<file path="config.mk">
export PLATFORM = sky130hd
export DESIGN_NAME = volume_ramp_pwm_delay_ctrl
export DESIGN_NICKNAME = d
export VERILOG_FILES = /design/src/hw/vol_ctrl_pkg.sv /design/src/hw/step_timer.sv /design/src/hw/gain_ramp.sv /design/src/hw/volume_ramp_pwm_delay_ctrl.sv
export VERILOG_INCLUDE_DIRS = /design/src /design/src/hw
export SDC_FILE = /design/constraint.sdc
export NUM_CORES = 1
export LEC_CHECK = 0
export ABC_AREA = 1
export CAP_MARGIN = 20
export CELL_PAD_IN_SITES_DETAIL_PLACEMENT = 1
export CELL_PAD_IN_SITES_GLOBAL_PLACEMENT = 1
export CORE_AREA = 2 2 267 269
export CTS_CLUSTER_SIZE = 8
export DETAILED_ROUTE_END_ITERATION = 7
export DIE_AREA = 0 0 269 271
export DONT_BUFFER_PORTS = 1
export GPL_TIMING_DRIVEN = 0
export PLACE_DENSITY_LB_ADDON = 0.1
export SLEW_MARGIN = 20
export SYNTH_ARGS = -nofsm -noshare
export SYNTH_HDL_FRONTEND = slang
export SYNTH_SLANG_ARGS = --single-unit
</file>
<file path="constraint.sdc">
create_clock -name clk_in -period 42.3 [get_ports clk_in]
set_clock_uncertainty 0.05 [all_clocks]
set_input_delay 8.46 -clock clk_in [delete_from_list [all_inputs] [get_ports clk_in]]
set_output_delay 8.46 -clock clk_in [all_outputs]
set_load 0.01 [all_outputs]
</file>
<file path="src/hw/vol_ctrl_defines.svh">
// offsets, reset values, field positions and timing counts
// assumes a 50 MHz clock
`ifndef VOL_CTRL_DEFINES_SVH
`define VOL_CTRL_DEFINES_SVH

`define ADDR_MASTER_VOL 8'h07
`define ADDR_CH1_VOL 8'h08
`define ADDR_CH2_VOL 8'h09
`define ADDR_FINE_VOL 8'h0a
`define ADDR_SLEW_CFG 8'h0e
`define ADDR_MOD_LIMIT 8'h10
`define ADDR_OUT1_DLY 8'h11
`define ADDR_OUT2_DLY 8'h12
`define ADDR_OUT1_INV_DLY 8'h13
`define ADDR_OUT2_INV_DLY 8'h14
`define ADDR_SYS_CTRL 8'h05
`define ADDR_RATE_SEL 8'h15
`define ADDR_GAIN1 8'h16
`define ADDR_GAIN2 8'h17

`define RST_MASTER_VOL 8'hff
`define RST_CH_VOL 8'h30
`define RST_FINE_VOL 8'h00
`define RST_SLEW_CFG 8'h01
`define RST_MOD_LIMIT 8'h00
`define RST_DLY_CH1 8'hac
`define RST_DLY_CH2 8'h54
`define RST_SYS_CTRL 8'h40

`define VOL_MUTE 8'hff
`define VOL_MAX_VALID 8'hce
`define FINE_WE_BIT 7
`define SHUTDOWN_BIT 6

// step period in ns, cycles at 50 MHz rounded down
`define CLK_NS 20
`define STEP_NS_8K 125000
`define STEP_NS_11K 90700
`define STEP_NS_12K 83300
`define STEP_CYC_8K (`STEP_NS_8K / `CLK_NS)
`define STEP_CYC_11K (`STEP_NS_11K / `CLK_NS)
`define STEP_CYC_12K (`STEP_NS_12K / `CLK_NS)

`endif

</file>
<file path="src/hw/vol_ctrl_pkg.sv">
// types shared by the volume and delay control block
package vol_ctrl_pkg;
    typedef enum logic [1:0] {
        rate_8k = 2'b00,
        rate_11k = 2'b01,
        rate_12k = 2'b10
    } rate_family_t;

    typedef enum logic [1:0] {
        ramp_idle = 2'b00,
        ramp_run = 2'b01
    } ramp_state_t;
endpackage

</file>
<file path="src/hw/step_timer.sv">
// step tick generator: one pulse per ramp step period
// assumes the period counts fit in 16 bits
`timescale 1ns/1ns
module step_timer
    import vol_ctrl_pkg::*;
#(
    parameter int CYC_8K = 6250,
    parameter int CYC_11K = 4535,
    parameter int CYC_12K = 4165
) (
    input wire logic clk_in,
    input wire logic rst_in,
    input wire logic [1:0] rate_in,
    output logic tick_out
);
    initial begin
        if (CYC_8K < 2 || CYC_8K > 65535 || CYC_11K < 2 || CYC_12K < 2)
            $error("step_timer: step period out of range");
    end

    logic [15:0] count;
    wire [15:0] period = (rate_in == rate_11k) ? 16'(CYC_11K - 1) :
                         (rate_in == rate_12k) ? 16'(CYC_12K - 1) :
                         16'(CYC_8K - 1);
    wire wrap = (count >= period);

    always_ff @(posedge clk_in) begin
        if (rst_in) begin
            count <= 16'h0000;
            tick_out <= 1'b0;
        end else begin
            count <= wrap ? 16'h0000 : count + 16'h0001;
            tick_out <= wrap;
        end
    end
endmodule

</file>
<file path="src/hw/gain_ramp.sv">
// one channel gain ramp: walks current gain to target in equal
// steps of span over slew length, one step per timer tick
// assumes gain in units of 0.125 dB attenuation, mute as max
`timescale 1ns/1ns
module gain_ramp
    import vol_ctrl_pkg::*;
#(
    parameter int W = 12
) (
    input wire logic clk_in,
    input wire logic rst_in,
    input wire logic tick_in,
    input wire logic [W-1:0] target_in,
    input wire logic [W-1:0] mute_in,
    input wire logic [1:0] slew_in,
    output logic [W-1:0] gain_out,
    output logic busy_out
);
    initial begin
        if (W < 11) $error("gain_ramp: width too small");
    end

    ramp_state_t state;
    logic [W-1:0] start;
    logic [11:0] steps_left;
    logic [W-1:0] span;
    logic [11:0] total;
    // ramp length: 512, 1024, 2048, 256 steps
    assign total = (slew_in == 2'b00) ? 12'd512 :
                   (slew_in == 2'b01) ? 12'd1024 :
                   (slew_in == 2'b10) ? 12'd2048 : 12'd256;
    // span from the ramp's start point keeps each step the same size
    wire up = (target_in > start);
    assign span = up ? target_in - start : start - target_in;
    wire [11:0] done_steps = total - steps_left + 12'd1;
    wire [W+11:0] done_part = (W+12)'(span) * (W+12)'(done_steps);
    wire [W-1:0] moved = W'(done_part / (W+12)'(total));
    wire [W-1:0] next_gain = (steps_left <= 12'd1) ? target_in :
                             up ? start + moved : start - moved;

    always_ff @(posedge clk_in) begin
        if (rst_in) begin
            state <= ramp_idle;
            gain_out <= mute_in;
            start <= mute_in;
            steps_left <= 12'h000;
            busy_out <= 1'b0;
        end else begin
            case (state)
                ramp_idle: begin
                    if (target_in != gain_out) begin
                        state <= ramp_run;
                        start <= gain_out;
                        steps_left <= total;
                        busy_out <= 1'b1;
                    end
                end
                ramp_run: begin
                    if (tick_in) begin
                        gain_out <= next_gain;
                        steps_left <= steps_left - 12'h001;
                        if (steps_left <= 12'd1) begin
                            state <= ramp_idle;
                            busy_out <= 1'b0;
                        end
                    end
                end
                default: state <= ramp_idle;
            endcase
        end
    end
endmodule

</file>
<file path="src/hw/volume_ramp_pwm_delay_ctrl.sv">
// volume, ramp and pwm edge skew control registers
// assumes the serial control port decodes to a plain register port
`timescale 1ns/1ns
`include "vol_ctrl_defines.svh"
module volume_ramp_pwm_delay_ctrl
    import vol_ctrl_pkg::*;
#(
    parameter int GAIN_W = 12
) (
    input wire logic clk_in,
    input wire logic rst_in,
    input wire logic [7:0] addr_in,
    input wire logic [7:0] wdata_in,
    input wire logic wr_in,
    input wire logic rd_in,
    output logic [7:0] rdata_out,
    output logic [GAIN_W-1:0] ch1_atten_out,
    output logic [GAIN_W-1:0] ch2_atten_out,
    output logic ch1_silent_out,
    output logic ch2_silent_out,
    output logic ramp_busy_out,
    output logic [2:0] mod_limit_out,
    output logic signed [7:0] out1_skew_out,
    output logic signed [7:0] out2_skew_out,
    output logic signed [7:0] out1_inv_skew_out,
    output logic signed [7:0] out2_inv_skew_out,
    output logic shutdown_out
);
    initial begin
        if (GAIN_W < 12 || GAIN_W > 16)
            $error("volume_ramp_pwm_delay_ctrl: GAIN_W out of range");
    end

    ////////////////////////////////////////////////////////////////
    // registers
    logic [7:0] master_volume;
    logic [7:0] channel_one_volume;
    logic [7:0] channel_two_volume;
    logic [7:0] master_fine_volume;
    logic [7:0] volume_slew_config;
    logic [7:0] modulation_depth_limit;
    logic [7:0] out1_edge_delay;
    logic [7:0] out2_edge_delay;
    logic [7:0] out1_inv_edge_delay;
    logic [7:0] out2_inv_edge_delay;
    logic [7:0] system_control;
    logic [1:0] rate_family;

    wire wr_master = wr_in && addr_in == `ADDR_MASTER_VOL;
    wire wr_ch1 = wr_in && addr_in == `ADDR_CH1_VOL;
    wire wr_ch2 = wr_in && addr_in == `ADDR_CH2_VOL;
    // fine write only with the enable bit set
    wire wr_fine = wr_in && addr_in == `ADDR_FINE_VOL &&
                   wdata_in[`FINE_WE_BIT];
    wire wr_slew = wr_in && addr_in == `ADDR_SLEW_CFG;
    wire wr_limit = wr_in && addr_in == `ADDR_MOD_LIMIT;
    wire wr_d1 = wr_in && addr_in == `ADDR_OUT1_DLY;
    wire wr_d2 = wr_in && addr_in == `ADDR_OUT2_DLY;
    wire wr_d1i = wr_in && addr_in == `ADDR_OUT1_INV_DLY;
    wire wr_d2i = wr_in && addr_in == `ADDR_OUT2_INV_DLY;
    wire wr_sys = wr_in && addr_in == `ADDR_SYS_CTRL;
    wire wr_rate = wr_in && addr_in == `ADDR_RATE_SEL;

    // one short block per register: reset value, then write
    always_ff @(posedge clk_in) begin
        if (rst_in) begin
            master_volume <= `RST_MASTER_VOL;
        end else if (wr_master) begin
            master_volume <= wdata_in;
        end
    end

    always_ff @(posedge clk_in) begin
        if (rst_in) begin
            channel_one_volume <= `RST_CH_VOL;
        end else if (wr_ch1) begin
            channel_one_volume <= wdata_in;
        end
    end

    always_ff @(posedge clk_in) begin
        if (rst_in) begin
            channel_two_volume <= `RST_CH_VOL;
        end else if (wr_ch2) begin
            channel_two_volume <= wdata_in;
        end
    end

    always_ff @(posedge clk_in) begin
        if (rst_in) begin
            master_fine_volume <= `RST_FINE_VOL;
        end else if (wr_fine) begin
            master_fine_volume <= {1'b0, 5'h00, wdata_in[1:0]};
        end
    end

    // bit 2 codes are reserved, only the step count bits are kept
    always_ff @(posedge clk_in) begin
        if (rst_in) begin
            volume_slew_config <= `RST_SLEW_CFG;
        end else if (wr_slew) begin
            volume_slew_config <= {6'h00, wdata_in[1:0]};
        end
    end

    always_ff @(posedge clk_in) begin
        if (rst_in) begin
            modulation_depth_limit <= `RST_MOD_LIMIT;
        end else if (wr_limit) begin
            modulation_depth_limit <= {5'h00, wdata_in[2:0]};
        end
    end

    // low two delay bits are reserved zero
    always_ff @(posedge clk_in) begin
        if (rst_in) begin
            out1_edge_delay <= `RST_DLY_CH1;
        end else if (wr_d1) begin
            out1_edge_delay <= {wdata_in[7:2], 2'b00};
        end
    end

    always_ff @(posedge clk_in) begin
        if (rst_in) begin
            out2_edge_delay <= `RST_DLY_CH2;
        end else if (wr_d2) begin
            out2_edge_delay <= {wdata_in[7:2], 2'b00};
        end
    end

    always_ff @(posedge clk_in) begin
        if (rst_in) begin
            out1_inv_edge_delay <= `RST_DLY_CH1;
        end else if (wr_d1i) begin
            out1_inv_edge_delay <= {wdata_in[7:2], 2'b00};
        end
    end

    always_ff @(posedge clk_in) begin
        if (rst_in) begin
            out2_inv_edge_delay <= `RST_DLY_CH2;
        end else if (wr_d2i) begin
            out2_inv_edge_delay <= {wdata_in[7:2], 2'b00};
        end
    end

    always_ff @(posedge clk_in) begin
        if (rst_in) begin
            system_control <= `RST_SYS_CTRL;
        end else if (wr_sys) begin
            system_control <= {1'b0, wdata_in[6], 6'h00};
        end
    end

    // rate code 3 names no family and is dropped
    always_ff @(posedge clk_in) begin
        if (rst_in) begin
            rate_family <= 2'h0;
        end else if (wr_rate && wdata_in[1:0] != 2'b11) begin
            rate_family <= wdata_in[1:0];
        end
    end

    ////////////////////////////////////////////////////////////////
    // gain arithmetic, units of 0.125 dB attenuation from +24 dB
    // coarse code counts 4 units, fine code subtracts 1 unit per count
    function automatic logic [GAIN_W-1:0] coarse_units(
        input logic [7:0] code);
        logic [7:0] c;
        c = (code > `VOL_MAX_VALID) ? `VOL_MAX_VALID : code;
        coarse_units = GAIN_W'({c, 2'b00});
    endfunction

    wire [GAIN_W-1:0] mute_units = {GAIN_W{1'b1}};
    wire [GAIN_W-1:0] master_units = coarse_units(master_volume);
    wire [GAIN_W-1:0] ch1_units = coarse_units(channel_one_volume);
    wire [GAIN_W-1:0] ch2_units = coarse_units(channel_two_volume);
    wire [GAIN_W-1:0] fine_units = GAIN_W'(master_fine_volume[1:0]);
    wire master_mute = master_volume == `VOL_MUTE;
    wire shutdown = system_control[`SHUTDOWN_BIT];

    // zero-dB reference sits at 48 coarse codes; sum then rebase
    wire [GAIN_W+1:0] sum1 = (GAIN_W+2)'(master_units) +
        (GAIN_W+2)'(ch1_units) + (GAIN_W+2)'(GAIN_W'(8'd192));
    wire [GAIN_W+1:0] sum2 = (GAIN_W+2)'(master_units) +
        (GAIN_W+2)'(ch2_units) + (GAIN_W+2)'(GAIN_W'(8'd192));
    wire [GAIN_W+1:0] base = (GAIN_W+2)'(GAIN_W'(9'd384)) +
        (GAIN_W+2)'(fine_units);
    wire [GAIN_W+1:0] att1 = (sum1 > base) ? sum1 - base : '0;
    wire [GAIN_W+1:0] att2 = (sum2 > base) ? sum2 - base : '0;
    wire [GAIN_W-1:0] sat1 = (att1 >= (GAIN_W+2)'(mute_units)) ?
        mute_units - 1'b1 : GAIN_W'(att1);
    wire [GAIN_W-1:0] sat2 = (att2 >= (GAIN_W+2)'(mute_units)) ?
        mute_units - 1'b1 : GAIN_W'(att2);

    // mute targets ramp at the same slew as any change
    wire mute1 = master_mute || channel_one_volume == `VOL_MUTE;
    wire mute2 = master_mute || channel_two_volume == `VOL_MUTE;
    wire [GAIN_W-1:0] target1 = mute1 ? mute_units : sat1;
    wire [GAIN_W-1:0] target2 = mute2 ? mute_units : sat2;

    ////////////////////////////////////////////////////////////////
    // ramp engine
    logic tick;
    logic [GAIN_W-1:0] gain1;
    logic [GAIN_W-1:0] gain2;
    logic busy1;
    logic busy2;

    step_timer #(
        .CYC_8K(`STEP_CYC_8K),
        .CYC_11K(`STEP_CYC_11K),
        .CYC_12K(`STEP_CYC_12K)
    ) u_timer (
        .clk_in(clk_in),
        .rst_in(rst_in),
        .rate_in(rate_family),
        .tick_out(tick)
    );

    gain_ramp #(.W(GAIN_W)) u_ramp1 (
        .clk_in(clk_in),
        .rst_in(rst_in),
        .tick_in(tick),
        .target_in(target1),
        .mute_in(mute_units),
        .slew_in(volume_slew_config[1:0]),
        .gain_out(gain1),
        .busy_out(busy1)
    );

    gain_ramp #(.W(GAIN_W)) u_ramp2 (
        .clk_in(clk_in),
        .rst_in(rst_in),
        .tick_in(tick),
        .target_in(target2),
        .mute_in(mute_units),
        .slew_in(volume_slew_config[1:0]),
        .gain_out(gain2),
        .busy_out(busy2)
    );

    ////////////////////////////////////////////////////////////////
    // read mux
    logic [7:0] rd_mux;
    always_comb begin
        case (addr_in)
            `ADDR_MASTER_VOL: rd_mux = master_volume;
            `ADDR_CH1_VOL: rd_mux = channel_one_volume;
            `ADDR_CH2_VOL: rd_mux = channel_two_volume;
            `ADDR_FINE_VOL: rd_mux = master_fine_volume;
            `ADDR_SLEW_CFG: rd_mux = volume_slew_config;
            `ADDR_MOD_LIMIT: rd_mux = modulation_depth_limit;
            `ADDR_OUT1_DLY: rd_mux = out1_edge_delay;
            `ADDR_OUT2_DLY: rd_mux = out2_edge_delay;
            `ADDR_OUT1_INV_DLY: rd_mux = out1_inv_edge_delay;
            `ADDR_OUT2_INV_DLY: rd_mux = out2_inv_edge_delay;
            `ADDR_SYS_CTRL: rd_mux = system_control;
            `ADDR_RATE_SEL: rd_mux = {6'h00, rate_family};
            `ADDR_GAIN1: rd_mux = gain1[GAIN_W-1:GAIN_W-8];
            `ADDR_GAIN2: rd_mux = gain2[GAIN_W-1:GAIN_W-8];
            default: rd_mux = 8'h00;
        endcase
    end

    ////////////////////////////////////////////////////////////////
    // registered outputs
    always_ff @(posedge clk_in) begin
        if (rst_in) begin
            rdata_out <= 8'h00;
            ch1_atten_out <= {GAIN_W{1'b1}};
            ch2_atten_out <= {GAIN_W{1'b1}};
            ch1_silent_out <= 1'b1;
            ch2_silent_out <= 1'b1;
            ramp_busy_out <= 1'b0;
            mod_limit_out <= 3'h0;
            out1_skew_out <= 8'sh00;
            out2_skew_out <= 8'sh00;
            out1_inv_skew_out <= 8'sh00;
            out2_inv_skew_out <= 8'sh00;
            shutdown_out <= 1'b1;
        end else begin
            rdata_out <= rd_in ? rd_mux : 8'h00;
            ch1_atten_out <= gain1;
            ch2_atten_out <= gain2;
            // silence at full mute or while shut down
            ch1_silent_out <= shutdown || gain1 == mute_units;
            ch2_silent_out <= shutdown || gain2 == mute_units;
            ramp_busy_out <= busy1 || busy2;
            mod_limit_out <= modulation_depth_limit[2:0];
            // skew in delay clocks: signed six bits times four
            out1_skew_out <= $signed(out1_edge_delay);
            out2_skew_out <= $signed(out2_edge_delay);
            out1_inv_skew_out <= $signed(out1_inv_edge_delay);
            out2_inv_skew_out <= $signed(out2_inv_edge_delay);
            shutdown_out <= shutdown;
        end
    end
endmodule

</file>
==> metrics.md, run 1 <==
| Metric | Value |
|---|---|
| Worst setup EP type | `register` |
| Distinct cells, synth | `66` |
| DRT Pass-1 Iters | `5` |
| Gr busiest metal | `met2` |
| DRC viols | `0` |
| Post-synthesis adder-cell area fraction | `26.1%` |
| Fin nets | `5727` |
| Req. time, crit path | `42710 ps` |
| Number of filler cells placed in the layout | `9469` |
| Pin count of the biggest net entering global routing | `34` |
| # diodes | `0` |
| Num CTS Buffers | `30` |
| Avg Inst Size Synth | `6.58 um2` |
| Initial antenna violation count | `2` |
| Reg-to-reg slack, setup | `3750 ps` |
| Total grt overflow | `0` |
| Area Overhead vs Synth | `7.29%` |
| Mux cell area share after synthesis | `0%` |
| Yosys warns | `0` |
| Worst slack, placed | `543 ps` |
| CTS tree | `built` |
| Highest Clock Rate | `25.9 MHz` |
| Crit Path Category | `reg2reg` |
| Post-synthesis compound-gate area fraction | `12.5%` |
| Drt total wl | `110000 um` |
| Hold EP | `out1_inv_skew_out[4]` |
| FF+latch count, synth | `212` |
| Clk root buf | `clkbuf_16` |
| Tmin final | `38550 ps` |
| Iteration-0 DRC Markers | `1341` |
| Post-route setup slack | `3750 ps` |
| Average routed wire per standard cell | `18.1 um` |
| Worst R2R End | `u_ramp2.gain_out[11]` |
| Vias per cell | `5.46` |
| Hold Vio Cnt, Final | `0` |
| IO buf count | `0` |
| Simple-gate share of the synthesized area | `30.5%` |
| Xor/xnor share of the synthesized area | `5.61%` |
| Post-route antenna net violation count | `0` |
| Die Span Y | `271 um` |
| Met3 Use GR | `5.16%` |
| Global placer's final weighted congestion | `0.941` |
| First-pass GRT wire length | `176000 um` |
| CTS max path bufs | `3` |
| Core area | `69800 um2` |
| Final setup fails | `0` |
| Slowest CP cell | `fa_1` |
| Least-Margin Pin Slew | `1090 ps` |
| Max cap viols | `0` |
| Fin util | `51.4%` |
| Worst relative slew slack | `27.1%` |
| Outcome | `complete, no violations` |
| Cells on Worst Hold Path | `2` |
| Die ar. | `72900 um2` |
| Placement row count | `97` |
| RSZ-0062 raised after global routing | `yes` |
| Min-Delay Path Class | `reg2reg` |
| Worst stage delay on the critical path | `550 ps` |
| Final period util | `91.1%` |
| Placed Area | `34700 um2` |
| DR vias | `33208` |
| Synth Cell Area | `33400 um2` |
| H-tree depth | `1` |
| Clock transition at path regs | `50 ps` |
| # hold bufs at CTS | `0` |
| CP delay by family, top | `compound AO/OA/AOI/OAI gates` |
| Vias in the first global route | `34701` |
| Sequential area share after synthesis | `12.7%` |
| Post-synthesis cell count | `5079` |
| Post-DP HPWL | `91600 um` |
| Crit path buf inv count | `49` |
| Crit Path Max Fanout | `10` |
| Launching point of the worst reg2reg path | `master_volume[0]` |
| Largest family of logic cells by synthesized area | `simple AND/OR/NAND/NOR gates` |
| Starting Density | `47.9%` |
| FF-to-FF path depth | `239` |
| Hold Startpoint | `out1_inv_edge_delay[4]` |
| WP data arrival | `38960 ps` |
| # IOs | `91` |
| CP Launch Type | `register` |
| Fin area | `35900 um2` |
| Share of cells above drive strength 1 | `7.09%` |
| Total track usage | `29.7%` |
| Global routing usage on met2 | `52.6%` |
| Die width | `269 um` |
| Clock insertion delay at the later pin of the skew report | `570 ps` |
| Clock sinks | `212` |
| Count of pins over their slew limit | `0` |
| GRT met1 Usage | `36.3%` |
-- synthesized netlist by cell type, drive strengths merged --
cell         count  area (um2)
o211ai          42         315
nor4            17         106
o22ai           33         206
o31ai           17         128
a21o            16         130
dlygate4sd3      1        10.0
o2111ai          5        43.8
nor3b            4        30.0
clkinv          16        60.1
a221o            4        40.0
a221oi           6        52.6
a21oi          254        1310
nor2           524        2190
clkbuf          57         221
a21boi           5        37.5
and3             2        12.5
xnor2           51         447
nand3b          19         143
xor2           163        1430
a2111o           1        11.3
nand2b           1        6.26
o21ai          248        1260
o21bai          36         270
nor3            49         267
ha             364        4550
or2             20         125
dfxtp          212        4240
o21a             5        37.5
a311oi           1        8.76
and2             4        26.3
o221ai          15         131
or3              1        6.26
buf             30         224
conb             1        3.75
a31o             1        8.76
o41ai            6        52.6
nand3          314        1930
a211oi           6        45.0
fa             208        4160
o311ai           1        8.76
a31oi           10        62.6
inv            987        3700
nand4           74         463
nand2         1248        4900
-- worst register-to-register path: cells and delay by family, from the launching register on --
kind | cells | cell delay [ps]
xor gates and xnor gates | 5 | 1050
DFF | 1 | 290
and+or+nand+nor | 90 | 11200
buffers and inverters | 49 | 5440
adders and majority gates | 26 | 8990
AOI/OAI and AO/OA | 69 | 11400
-- layer usage --
layer | share of wire (%) | vias up | routed length [um]
met2 | 48 | 756 | 53000
met1 | 43 | 16038 | 46800
li1 | - | 16171 | -
met5 | 0.012 | - | 13
met3 | 5.5 | 241 | 6070
met4 | 3.5 | 2 | 3840
-- sequential cells by signal, indices dropped and copies added (netlist names), 6 cells and up --
signal	count
ch1_atten_out	12
ch2_atten_out	12
channel_one_volume	8
channel_two_volume	8
master_volume	8
out1_edge_delay	6
out1_inv_edge_delay	6
out1_inv_skew_out	6
out1_skew_out	6
out2_edge_delay	6
out2_inv_edge_delay	6
out2_inv_skew_out	6
out2_skew_out	6
rdata_out	8
u_ramp1.gain_out	12
u_ramp1.start	12
u_ramp1.steps_left	12
u_ramp2.gain_out	12
u_ramp2.start	12
u_ramp2.steps_left	12
u_timer.count	16
-- kinds of logic after synthesis --
family,Yosys count
other cells,1
xor+xnor,214
flops,212
simple gates,2277
compound gates,712
buf+inv,1091
fa+ha+maj,572
-- what timing repair did --
item                       in CTS  in global routing
setup endpoints to repair       0                 24
resized for setup               0                 87
hold endpoints to repair        0                  0
setup buffers                   0                 16
-- worst max-delay path by stage --
stage,startpoint,endpoint,slack (ps),depth (start not counted)
after floorplan,master_volume[0],u_ramp1.gain_out[11],8410,230
after global placement,master_volume[3],u_ramp2.gain_out[11],1800,237
after detailed placement,master_volume[3],u_ramp2.gain_out[11],540,238
after CTS,master_volume[3],u_ramp2.gain_out[11],370,239
after global routing,channel_two_volume[0],u_ramp2.gain_out[11],-160,241
final,master_volume[0],u_ramp2.gain_out[11],3750,239
-- stage by stage --
| step | hold WS (ps) | TNS, ps | cells |
|---|---|---|---|
| 3_5_place_dp | 403 | 0 | 6028 |
| 3_3_place_gp | 397 | 0 | 6028 |
| 2_1_floorplan | 366 | 0 | 5088 |
| 5_1_grt | 438 | -163 | 6077 |
| 6_report | 411 | 0 | 6077 |
| 4_1_cts | 412 | 0 | 6062 |
-- cell type report --
type | count | area (um2) | share of cell area, %
timing repair buffer | 16 | 120 | 0.335
clock inverter | 1 | 16.3 | 0.0453
multi-input combinational | 3785 | 25300 | 70.5
inverter | 1003 | 3780 | 10.5
tap | 940 | 1180 | 3.28
buffer | 87 | 460 | 1.28
sequential | 212 | 4240 | 11.8
clock buffer | 33 | 772 | 2.15
-- placed cells by master, fill, tap and decap left out, types with 56 or more instances in the layout --
master,n
a21oi_1,235
dfxtp_1,212
fa_1,208
ha_1,363
inv_1,962
nand2_1,1182
nand2_2,56
nand3_1,258
nand4_1,74
nor2_1,462
o21ai_0,215
xor2_1,158
Power of run 1 is not shown: default switching activity piles up to over one toggle a cycle in this logic, so the estimate is an artifact.
==> run 2: changes to the inputs <==
--- a/config.mk
+++ b/config.mk
@@ -10,10 +10,10 @@
 export CAP_MARGIN = 20
 export CELL_PAD_IN_SITES_DETAIL_PLACEMENT = 1
 export CELL_PAD_IN_SITES_GLOBAL_PLACEMENT = 1
-export CORE_AREA = 2 2 267 269
+export CORE_AREA = 2 2 219 329
 export CTS_CLUSTER_SIZE = 8
 export DETAILED_ROUTE_END_ITERATION = 7
-export DIE_AREA = 0 0 269 271
+export DIE_AREA = 0 0 221 331
 export DONT_BUFFER_PORTS = 1
 export GPL_TIMING_DRIVEN = 0
 export PLACE_DENSITY_LB_ADDON = 0.1
==> run 2 against run 1 <==
- via count barely moved
- critical path depth fell by 9
- non-clock buffer count fell by 5
- routed wire length rose by 1.0%
- clock-buffer cell count fell by 2
- first-iteration DRC count fell by 7.8%
- register-to-register slack got worse by 120 ps
- sequential share of layout area did not move
- die area rose by 0.35%
- cell count fell by 0.64%
- critical path type unchanged
==> metrics.md, run 2 (same netlist as run 1, synthesis figures left out) <==
| Metric | Value |
|---|---|
| First-pass GRT wire length | `178000 um (+0.91%)` |
| Placed Area | `34700 um2 (about the same)` |
| Clock transition at path regs | `70 ps (+20 ps)` |
| Global routing usage on met2 | `58.8% (+6.2 points)` |
| Cells on Worst Hold Path | `2 (unchanged)` |
| FF-to-FF path depth | `230 (-3.8%)` |
| Highest Clock Rate | `25.9 MHz (-0.31%)` |
| Met3 Use GR | `2.15% (-3.0 points)` |
| Worst setup EP type | `register` |
| Worst stage delay on the critical path | `560 ps (about the same)` |
| Clk root buf | `clkbuf_16` |
| DRC viols | `0 (unchanged)` |
| H-tree depth | `1 (unchanged)` |
| WP data arrival | `39100 ps (+140 ps)` |
| Final period util | `91.4% (+0.28 points)` |
| Final setup fails | `0 (unchanged)` |
| Die Span Y | `331 um (+22%)` |
| CP Launch Type | `register` |
| Min-Delay Path Class | `reg2reg` |
| Die ar. | `73200 um2 (+0.35%)` |
| Least-Margin Pin Slew | `1170 ps (+81.4 ps)` |
| Num CTS Buffers | `30 (unchanged)` |
| Initial antenna violation count | `0 (-2)` |
| Post-route antenna net violation count | `0 (unchanged)` |
| Hold Startpoint | `out2_inv_edge_delay[4]` |
| GRT met1 Usage | `31.5% (-4.8 points)` |
| Die width | `221 um (-18%)` |
| Vias per cell | `5.50 (+0.73%)` |
| Vias in the first global route | `35100 (+1.1%)` |
| Placement row count | `119 (+23%)` |
| Hold Vio Cnt, Final | `0 (unchanged)` |
| Clock insertion delay at the later pin of the skew report | `580 ps (about the same)` |
| Fin nets | `5722 (-0.087%)` |
| CTS tree | `built` |
| Launching point of the worst reg2reg path | `master_volume[0]` |
| Average routed wire per standard cell | `18.4 um (+1.7%)` |
| Gr busiest metal | `met2` |
| Post-DP HPWL | `93600 um (+2.2%)` |
| Clock sinks | `212 (unchanged)` |
| Top cell by count, worst path | `nand2_1` |
| Share of cells above drive strength 1 | `7.11% (+0.028 points)` |
| Area Overhead vs Synth | `7.29% (unchanged)` |
| Largest register FFs | `16 (unchanged)` |
| IO buf count | `0 (unchanged)` |
| Crit Path Max Fanout | `10 (unchanged)` |
| # hold bufs at CTS | `0 (unchanged)` |
| Total grt overflow | `0 (unchanged)` |
| # IOs | `91 (unchanged)` |
| Commonest cells after routing, fill and taps aside | `nand2_1, inv_1, nor2_1` |
| Count of pins over their slew limit | `0 (unchanged)` |
| Req. time, crit path | `42730 ps (+20 ps)` |
| Tmin final | `38670 ps (+119 ps)` |
| Iteration-0 DRC Markers | `1236 (-7.8%)` |
| Worst R2R End | `u_ramp1.gain_out[11]` |
| CTS max path bufs | `3 (unchanged)` |
| DR vias | `33236 (+0.084%)` |
| Outcome | `complete, no violations` |
| Slowest CP cell | `fa_1` |
| Commonest non-fill, non-tap cell in the layout | `nand2_1` |
| Largest register by flop count | `u_timer.count` |
| Starting Density | `47.7% (-0.23 points)` |
| # diodes | `0 (unchanged)` |
| Worst relative slew slack | `21.4% (-5.7 points)` |
| Global placer's final weighted congestion | `0.928 (-1.4%)` |
| Fin area | `35900 um2 (unchanged)` |
| Drt total wl | `111000 um (+1.0%)` |
| Crit Path Category | `reg2reg` |
| Core area | `70100 um2 (+0.49%)` |
| DRT Pass-1 Iters | `5 (unchanged)` |
| Pin count of the biggest net entering global routing | `34 (unchanged)` |
| Hold EP | `out2_inv_skew_out[4]` |
| Max cap viols | `0 (unchanged)` |
| Reg-to-reg slack, setup | `3630 ps (-120 ps)` |
| Total track usage | `29.8% (+0.062 points)` |
run 2: per-stage QoR:
| step | hold WS (ps) | cells | setup TNS, ps | util [%] | setup slack [ps] |
|---|---|---|---|---|---|
| detailed placement | 393 | 5997 | 0 | 49.4 | 592 |
| global route | 430 | 6038 | -113 | 51.2 | -72.7 |
| CTS | 400 | 6030 | 0 | 50.5 | 385 |
| floorplan | 366 | 5088 | 0 | - | 8410 |
| finish | 405 | 6038 | 0 | 51.2 | 3630 |
| global placement | 386 | 5995 | 0 | 49.3 | 1530 |
run 2: cell type report:
| type | count | area (um2) |
|---|---|---|
| tap | 907 | 1130 |
| multi-input combinational | 3785 | 25300 |
| sequential | 212 | 4240 |
| timing repair buffer | 13 | 130 |
| clock inverter | 2 | 21.3 |
| inverter | 1003 | 3780 |
| clock buffer | 31 | 754 |
| buffer | 85 | 454 |
| fill | 9559 | 34300 |
run 2: worst max path at each step:
stage	startpoint	endpoint
after floorplan	master_volume[0]	u_ramp1.gain_out[11]
after global placement	master_volume[0]	u_ramp1.gain_out[11]
after detailed placement	master_volume[0]	u_ramp2.gain_out[11]
after CTS	master_volume[0]	u_ramp2.gain_out[11]
after global routing	master_volume[0]	u_ramp1.gain_out[11]
final	master_volume[0]	u_ramp1.gain_out[11]
run 2: repair_timing:
item	CTS	global route
endpoints found under the hold margin	0	0
setup endpoints to repair	0	24
gates resized for setup	0	97
setup buffers	0	11
run 2: metal layers:
layer  wire, um  vias up
met5          0        -
met4       6350        0
met3       3040      305
met2      59400      624
met1      42100    16158
li1           -    16149
run 2: worst max-delay path, delay by kind of cell, from the launching register on:
| kind | cells | cell delay, ps |
|---|---|---|
| flops | 1 | 300 |
| compound gates | 66 | 11270 |
| fa+ha+maj | 27 | 9290 |
| xor+xnor | 3 | 690 |
| simple gates | 91 | 12080 |
| buf+inv | 43 | 4760 |
Power of run 2 is left out for the same reason.
